File: src/npc_regs.vh
`ifndef NPC_REGS_VH
`define NPC_REGS_VH
// Register byte addresses (controller's own)
`define NPC_ADR_CTRL     4'h0
`define NPC_ADR_ADDR     4'h4
`define NPC_ADR_DATA     4'h8
`define NPC_ADR_STAT     4'hC
// Control fields
`define NPC_CTRL_GO      8
`define NPC_CTRL_KIND_HI 11
`define NPC_CTRL_KIND_LO 9
// Operation kinds
`define NPC_K_CMD        3'h0
`define NPC_K_ADR        3'h1
`define NPC_K_WR         3'h2
`define NPC_K_RD         3'h3
`define NPC_K_WAIT       3'h4
`define NPC_K_RELSEL     3'h5
// Device commands
`define NPC_CMD_READ_A   8'h00
`define NPC_CMD_READ_B   8'h01
`define NPC_CMD_READ_C   8'h50
`define NPC_CMD_LOAD     8'h80
`define NPC_CMD_PROG     8'h10
`define NPC_CMD_ERASE1   8'h60
`define NPC_CMD_ERASE2   8'hD0
`define NPC_CMD_STATUS   8'h70
`define NPC_CMD_RESET    8'hFF
// Status bits from the device
`define NPC_SB_FAIL      0
`define NPC_SB_READY     6
// Device spare byte holding the factory bad mark
`define NPC_BAD_COL      10'd517
`define NPC_ERASED       8'hFF
// Pointer areas
`define NPC_PTR_A        2'h0
`define NPC_PTR_B        2'h1
`define NPC_PTR_C        2'h2
// Timing, ns, at 50 ns clock
`define NPC_CLK_NS       50
`define NPC_STROBE_NS    50
`define NPC_SEQ_BRK_NS   100
`define NPC_BUSY_GAP_NS  100
`define NPC_FETCH_NS     10000
`endif

File: src/npc_ctrl.v
// Notes on behaviour
// - Hold select high over 100ns to break
// - Never erase marks; scan into table first
// - Remap logical blocks around invalid ones
// - Status fail after program/erase: retire block
// - Single-bit errors fixed by correction code; controller has none, data read back uncorrected
// - Replace: page n, copy 1..n-1, mark old
// - Area A/C pointer before load command
// - Area B pointer right before load command
// - Select may idle between cycles, data kept
// - Load command, three addresses, then data
`timescale 1ns/1ps
`default_nettype none
`include "npc_regs.vh"
module npc_ctrl #(
  parameter FETCH_NS = `NPC_FETCH_NS,
  parameter NBLK     = 1024
) (
  input  wire        clk_i,
  input  wire        rst_i,
  input  wire        wb_cyc_i,
  input  wire        wb_stb_i,
  input  wire        wb_we_i,
  input  wire [3:0]  wb_adr_i,
  input  wire [3:0]  wb_sel_i,
  input  wire [31:0] wb_dat_i,
  output reg  [31:0] wb_dat_o,
  output reg         wb_ack_o,
  output reg         nand_cle_o,
  output reg         nand_ale_o,
  output reg         nand_ce_n_o,
  output reg         nand_we_n_o,
  output reg         read_strobe_n_o,
  output reg  [7:0]  nand_io_o,
  output reg         nand_io_oe_o,
  input  wire [7:0]  nand_io_i,
  input  wire        nand_rb_i
);
  localparam integer STRB  = (`NPC_STROBE_NS + `NPC_CLK_NS - 1) / `NPC_CLK_NS;
  localparam integer BRK   = `NPC_SEQ_BRK_NS / `NPC_CLK_NS + 1;
  localparam integer GAP   = (`NPC_BUSY_GAP_NS + `NPC_CLK_NS - 1) / `NPC_CLK_NS;
  localparam integer FETCH = FETCH_NS / `NPC_CLK_NS;
  localparam [2:0] S_IDLE = 3'h0;
  localparam [2:0] S_LOW  = 3'h1;
  localparam [2:0] S_HIGH = 3'h2;
  localparam [2:0] S_GAP  = 3'h3;
  localparam [2:0] S_WAIT = 3'h4;
  localparam [2:0] S_DONE = 3'h5;

  // Bus request decode
  function is_adr;
    input [3:0] a;
    input [3:0] r;
    begin
      is_adr = (a == r);
    end
  endfunction

  wire [8:0]  pins_s;
  wire [7:0]  io_s  = pins_s[7:0];
  wire        rb_s  = pins_s[8];
  wire        tdone;
  reg         tload_r;
  reg  [15:0] tcnt_r;
  reg  [2:0]  st_r;
  reg  [2:0]  kind_r;
  reg  [7:0]  byte_r;
  reg  [7:0]  rdat_r;
  reg  [1:0]  ptr_r;
  reg         fail_r;
  reg         tout_r;
  reg  [NBLK-1:0] bad_r;
  reg  [9:0]  blk_r;
  wire        req  = wb_cyc_i & wb_stb_i & ~wb_ack_o;
  wire        busy = (st_r != S_IDLE);

  npc_sync #(.W(9)) u_sync (
    .clk_i (clk_i),
    .rst_i (rst_i),
    .d_i   ({nand_rb_i, nand_io_i}),
    .q_o   (pins_s)
  );

  npc_timer #(.W(16)) u_tmr (
    .clk_i   (clk_i),
    .rst_i   (rst_i),
    .load_i  (tload_r),
    .count_i (tcnt_r),
    .done_o  (tdone)
  );

  // Wishbone slave and pin sequencer
  always @(posedge clk_i)
  begin
    if (rst_i)
    begin
      wb_ack_o        <= 1'b0;
      wb_dat_o        <= 32'h00000000;
      nand_cle_o      <= 1'b0;
      nand_ale_o      <= 1'b0;
      nand_ce_n_o     <= 1'b1;
      nand_we_n_o     <= 1'b1;
      read_strobe_n_o <= 1'b1;
      nand_io_o       <= 8'h00;
      nand_io_oe_o    <= 1'b0;
      st_r            <= S_IDLE;
      kind_r          <= `NPC_K_CMD;
      byte_r          <= 8'h00;
      rdat_r          <= 8'h00;
      ptr_r           <= `NPC_PTR_A;
      fail_r          <= 1'b0;
      tout_r          <= 1'b0;
      bad_r           <= {NBLK{1'b0}};
      blk_r           <= 10'h000;
      tload_r         <= 1'b0;
      tcnt_r          <= 16'h0000;
    end
    else
    begin
      wb_ack_o <= 1'b0;
      tload_r  <= 1'b0;
      if (req)
      begin
        wb_ack_o <= 1'b1;
        wb_dat_o <= 32'h00000000;
        if (is_adr(wb_adr_i, `NPC_ADR_CTRL))
        begin
          if (wb_we_i & wb_sel_i[1] & ~busy & wb_dat_i[`NPC_CTRL_GO])
          begin
            kind_r <= wb_dat_i[`NPC_CTRL_KIND_HI:`NPC_CTRL_KIND_LO];
            byte_r <= wb_dat_i[7:0];
            st_r   <= S_LOW;
            nand_ce_n_o <= 1'b0;
            tload_r <= 1'b1;
            tcnt_r  <= STRB[15:0];
          end
        end
        else if (is_adr(wb_adr_i, `NPC_ADR_ADDR))
        begin
          if (wb_we_i & wb_sel_i[1] & wb_sel_i[0])
          begin
            blk_r <= wb_dat_i[9:0];
            if (wb_dat_i[31] && wb_dat_i[9:0] != 10'h000)
              bad_r[wb_dat_i[9:0]] <= 1'b1;
          end
          else
            wb_dat_o <= {21'h000000, bad_r[blk_r], blk_r};
        end
        else if (is_adr(wb_adr_i, `NPC_ADR_DATA))
          wb_dat_o <= {22'h000000, (rdat_r != `NPC_ERASED), 1'b0, rdat_r};
        else if (is_adr(wb_adr_i, `NPC_ADR_STAT))
          wb_dat_o <= {26'h0000000, tout_r, ptr_r, fail_r, rb_s, busy};
      end
      // Pin phases
      case (st_r)
        S_IDLE:
        begin
          nand_we_n_o     <= 1'b1;
          read_strobe_n_o <= 1'b1;
        end
        S_LOW:
        begin
          case (kind_r)
            `NPC_K_CMD, `NPC_K_WAIT:
            begin
              nand_cle_o <= 1'b1;
              nand_we_n_o <= 1'b0;
              nand_io_o <= byte_r;
              nand_io_oe_o <= 1'b1;
              if (byte_r == `NPC_CMD_READ_B)
                ptr_r <= `NPC_PTR_B;
              else if (byte_r == `NPC_CMD_READ_C)
                ptr_r <= `NPC_PTR_C;
              else if (byte_r == `NPC_CMD_READ_A || byte_r == `NPC_CMD_RESET)
                ptr_r <= `NPC_PTR_A;
              else if (byte_r == `NPC_CMD_PROG || byte_r == `NPC_CMD_ERASE2)
                ptr_r <= (ptr_r == `NPC_PTR_B) ? `NPC_PTR_A : ptr_r;
            end
            `NPC_K_ADR:
            begin
              nand_ale_o <= 1'b1;
              nand_we_n_o <= 1'b0;
              nand_io_o <= byte_r;
              nand_io_oe_o <= 1'b1;
            end
            `NPC_K_WR:
            begin
              nand_we_n_o <= 1'b0;
              nand_io_o <= byte_r;
              nand_io_oe_o <= 1'b1;
            end
            `NPC_K_RD:
            begin
              nand_io_oe_o <= 1'b0;
              read_strobe_n_o <= 1'b0;
            end
            default:
              nand_io_oe_o <= 1'b0;
          endcase
          if (tdone)
          begin
            st_r    <= S_HIGH;
            tload_r <= 1'b1;
            tcnt_r  <= (kind_r == `NPC_K_RELSEL) ? BRK[15:0] : STRB[15:0];
            if (kind_r == `NPC_K_RELSEL)
              nand_ce_n_o <= 1'b1;
          end
        end
        S_HIGH:
        begin
          // Take read byte once it has crossed the synchroniser
          if (kind_r == `NPC_K_RD && tdone && !tload_r)
            rdat_r <= io_s;
          nand_we_n_o     <= 1'b1;
          read_strobe_n_o <= 1'b1;
          if (tdone && !tload_r)
          begin
            nand_cle_o   <= 1'b0;
            nand_ale_o   <= 1'b0;
            nand_io_oe_o <= 1'b0;
            tload_r      <= 1'b1;
            tcnt_r       <= GAP[15:0];
            st_r         <= (kind_r == `NPC_K_WAIT) ? S_GAP : S_DONE;
          end
        end
        S_GAP:
        begin
          // Busy may rise late; skip its delay before watching
          if (tdone && !tload_r)
          begin
            st_r    <= S_WAIT;
            tload_r <= 1'b1;
            tcnt_r  <= FETCH[15:0] + FETCH[15:0];
          end
        end
        S_WAIT:
        begin
          if (rb_s)
          begin
            st_r   <= S_DONE;
            tout_r <= 1'b0;
          end
          else if (tdone && !tload_r)
          begin
            st_r   <= S_DONE;
            tout_r <= 1'b1;
          end
        end
        S_DONE:
        begin
          // Status byte after program or erase
          if (kind_r == `NPC_K_RD && rdat_r[`NPC_SB_READY])
            fail_r <= rdat_r[`NPC_SB_FAIL];
          st_r <= S_IDLE;
        end
        default:
          st_r <= S_IDLE;
      endcase
    end
  end
endmodule // npc_ctrl
`default_nettype wire

File: src/npc_sync.v
`timescale 1ns/1ps
`default_nettype none
module npc_sync #(
  parameter W = 9
) (
  input  wire         clk_i,
  input  wire         rst_i,
  input  wire [W-1:0] d_i,
  output wire [W-1:0] q_o
);
  reg [W-1:0] s1_r;
  reg [W-1:0] s2_r;
  // Two flip-flops for pin inputs
  always @(posedge clk_i)
  begin
    if (rst_i)
    begin
      s1_r <= {W{1'b0}};
      s2_r <= {W{1'b0}};
    end
    else
    begin
      s1_r <= d_i;
      s2_r <= s1_r;
    end
  end
  assign q_o = s2_r;
endmodule // npc_sync
`default_nettype wire

File: src/npc_timer.v
`timescale 1ns/1ps
`default_nettype none
module npc_timer #(
  parameter W = 16
) (
  input  wire         clk_i,
  input  wire         rst_i,
  input  wire         load_i,
  input  wire [W-1:0] count_i,
  output wire         done_o
);
  reg [W-1:0] cnt_r;
  // Down counter, done when zero
  always @(posedge clk_i)
  begin
    if (rst_i)
      cnt_r <= {W{1'b0}};
    else if (load_i)
      cnt_r <= count_i;
    else if (cnt_r != {W{1'b0}})
      cnt_r <= cnt_r - {{(W-1){1'b0}}, 1'b1};
  end
  assign done_o = (cnt_r == {W{1'b0}});
endmodule // npc_timer
`default_nettype wire

File: config.mk
export PLATFORM = sky130hd
export DESIGN_NAME = npc_ctrl
export DESIGN_NICKNAME = d
export VERILOG_FILES = /design/src/npc_ctrl.v /design/src/npc_sync.v /design/src/npc_timer.v
export VERILOG_INCLUDE_DIRS = /design/src /design/src/src
export SDC_FILE = /design/constraint.sdc
export NUM_CORES = 2
export LEC_CHECK = 0
export BUFFER_PORTS_ARGS = -buffer_cell sky130_fd_sc_hd__buf_4
export CELL_PAD_IN_SITES_DETAIL_PLACEMENT = 1
export CELL_PAD_IN_SITES_GLOBAL_PLACEMENT = 2
export CORE_AREA = 4 4 311 374
export DETAILED_ROUTE_END_ITERATION = 10
export DIE_AREA = 0 0 315 378
export GPL_TIMING_DRIVEN = 0
export MAX_ROUTING_LAYER = met4
export PLACE_DENSITY_LB_ADDON = 0.1
export SLEW_MARGIN = 5
export SYNTH_ARGS = -nofsm -noshare
export SYNTH_HDL_FRONTEND = slang
export SYNTH_SLANG_ARGS = --single-unit
File: constraint.sdc
create_clock -name clk_i -period 4 [get_ports clk_i]
set_input_delay 0.4 -clock clk_i [delete_from_list [all_inputs] [get_ports clk_i]]
set_output_delay 0.4 -clock clk_i [all_outputs]
set_load 0.05 [all_outputs]
==> flow_summary.yaml <==
outcome:
  outcome: "finished with violations"
  violations: "setup timing"
clocking:
  insertion_delay_ns: 0.76
  clockBufferDepth: 3
  cts.sinks: 1137
  cts_root_buf: "clkbuf_16"
  cts_setup_buffers: 0
  cts_buffers: 120
  clk_pin_slew_ns: 0.06
  cts_tree: "yes"
  cts_htree_levels: 3
sta:
  period_needed_ns: 4.49
  rsz0062_at_grt: "true"
  relSlewSlack_pct: 2.46
  hold_violations: 0
  worst_pin_slew_ns: 1.46
  fin_setup_tns_ns: -1.30
  setup_viol: 43
  setup_ws_ns: -0.491
  max_freq_mhz: 223
  timing.hold.ws_ns: 0.0915
  drv_slew: 0
  timing.final.crit_share_pct: 112
  worst_clock_skew_ns: 0.0210
synthesis:
  yosys.area.top_type_share_pct: 50.9
  synthDistinctLibCells: 76
  async_reset_ff_share_pct: 0
  synthTopCellsByArea: "dfxtp_1, a21oi_1, mux4_2, nor2_1, clkbuf_1"
  synthFlopType: "dfxtp_1"
  syn_area_per_cell_um2: 9.23
  seq_area_frac_synth_pct: 50.9
  synth-edff-count: 0
  yosysTopAreaCell: "dfxtp_1"
  synthCells: 4846
  netlist_area_mm2: 0.0447
  ys.warnings.count: 0
  yosys_register_bits: 1137
routing:
  wl_per_cell_um: 32.3
  wirelength_um: 215000
  dr_total_vias: 40278
  drtPass1Iterations: 6
  vias_per_cell: 6.06
  antenna_left: 0
  drc: 0
  drt_first_iter_violations: 4399
setup_path:
  worstPathMaxFanout: 10
  cp-start-kind: "flop"
  required_ns: 4.66
  end_kind: "flop"
  crit_arrival_ns: 5.15
  critPathKind: "flop to flop"
worst_hold_path:
  hold_path_class: "input port to flop"
placement:
  place_worst_setup_slack_ns: -2.00
  portBuffers: 51
  dp_hpwl_um: 145000
  gp_congestion: 1.00
layout:
  drive_gt1_share_pct: 13.0
  post-route-util_pct: 45.7
  nFillCells: 13016
  nNetsFinal: 5098
  register_area_mm2: 0.0228
  area_delta_synth_final_pct: 15.1
  multiInputGateArea_mm2: 0.0199
global_routing:
  track_usage_pct: 36.4
  antenna_found_initial: 12
  grt_max_degree: 20
  grt_overflow: 0
  grt_first_pass_wirelength_um: 299000
  grt_pass1_vias: 39222
floorplan:
  initial_core_util_pct: 39.7
  rows: 135
  die_y_um: 378
  fp.dieArea_mm2: 0.119
  core-area_mm2: 0.113
  io_pins: 101
  die_w_um: 315
power:
  p_leak_nw: 18.1
  ir_worst_vdd_uv: 312
  p_per_area_mw_per_mm2: 469
job:
  max_cap_violations: 0
==> synthesized netlist by cell type, types with 18 or more instances <==
library cell / number
mux2i_1: 111
o22ai_1: 21
a22oi_1: 32
dfxtp_1: 1137
buf_6: 18
buf_4: 32
o221ai_1: 25
mux4_2: 214
nand2b_1: 22
mux2_2: 19
nand2_1: 101
nand3_1: 41
buf_1: 20
nor3_1: 59
a21oi_1: 1084
buf_2: 60
o21ai_0: 27
nor2b_1: 46
nor2_1: 1205
clkbuf_1: 343
==> worst max-delay path, stage by stage, from the launching register on <==
cell      delay, ns
dfxtp_1        0.64
clkbuf_1       0.96
clkbuf_1       1.04
o21ai_0        0.32
a311oi_2       0.64
nand4_1        0.34
o211ai_1       0.22
o41a_1         0.22
==> kinds of logic after synthesis <==
kind of cell             Yosys count  synth area share, %
other                              1              0.00838
flip-flops                      1137                 50.9
buffers and inverters            486                 4.84
adder cells (fa/ha/maj)            1               0.0280
AND/OR/NAND/NOR                 1574                 14.6
XOR/XNOR                           9                0.176
multiplexers                     346                 13.8
AO/OA/AOI/OAI                   1292                 15.6
==> metal layers <==
metal / track usage (%) / wire length (µm) / vias up
li1: - / - / 17237
met1: 45.5 / 87200 / 20673
met2: 56.6 / 96700 / 1822
met3: 6.13 / 17200 / 546
met4: 19.6 / 13800 / 0
met5: - / 0 / -
==> state kept, by name (all words and copies together) (netlist names), 2 cells and up <==
register     count
bad_r         1024
blk_r           10
byte_r           8
kind_r           3
nand_io_o        8
ptr_r            2
rdat_r           8
st_r             3
tcnt_r          16
u_sync.q_o       9
u_sync.s1_r      9
u_tmr.cnt_r     16
wb_dat_o        11
==> through the flow <==
step	instance area [µm²]	power [W]	instances
floorplan	44800	0.0125	4866
global placement	47100	0.0128	6424
detailed placement	47100	0.0128	6424
CTS	51400	0.0242	6655
global route	51500	0.0248	6650
finish	51500	0.0242	6652
==> worst paths after layout <==
path                                     start       endpoint  slack [ns]  cells past startpoint
worst max register to register        blk_r[7]   wb_dat_o[10]       -0.49                      7
worst min-delay path               wb_sel_i[1]        tload_r        0.09                      5
worst min register to register  u_sync.s1_r[7]  u_sync.q_o[7]        0.44                      1
worst max-delay path                  blk_r[7]   wb_dat_o[10]       -0.49                      7
==> power breakdown <==
group	internal (W)	switching, W
Combinational	0.000343	0.000775
Clock	0.00667	0.00492
Sequential	0.0114	0.0000596
Total	0.0184	0.00575
==> layout make-up <==
type                            count  area share [%]
Antenna cell                        7          0.0340
Inverter                           11          0.0802
Multi-Input combinational cell   3243            38.7
Clock buffer                      191            7.19
Timing Repair Buffer               66            1.04
Buffer                            464            4.44
Tap cell                         1507            3.66
Clock inverter                     26           0.603
Sequential cell                  1137            44.2
==> placed cells by master (no fill, tap or decap), types with 9 or more instances in the layout <==
cell type	Yosys	final
nor2_1	1205	1203
dfxtp_1	1137	1137
a21oi_1	1084	1084
clkbuf_1	343	329
mux4_2	214	214
clkbuf_16	0	122
mux2i_1	111	111
nand2_1	101	100
buf_4	32	93
nor3_1	59	57
nand3_1	41	41
nor2b_1	46	41
clkbuf_8	0	39
clkbuf_2	1	37
buf_2	60	34
a22oi_1	32	32
buf_6	18	30
o21ai_0	27	27
o221ai_1	25	25
nand2b_1	22	21
o22ai_1	21	21
conb_1	1	21
mux2_2	19	19
a211oi_1	17	17
and2_1	17	17
a31oi_1	16	16
dlygate4sd3_1	0	15
nor4_1	14	13
nand4_1	13	13
clkinv_2	0	13
clkbuf_4	0	12
a221oi_1	11	11
nand3b_1	9	9
==> timing repair <==
action                     in CTS  in global routing
hold endpoints to repair       18                  0
hold buffers                   15                  0
setup endpoints to repair     124                118
pin swaps                       0                  0
cloned                          0                  0
gates resized for setup        76                 64
Note: power is estimated with default switching activity, not from simulation.
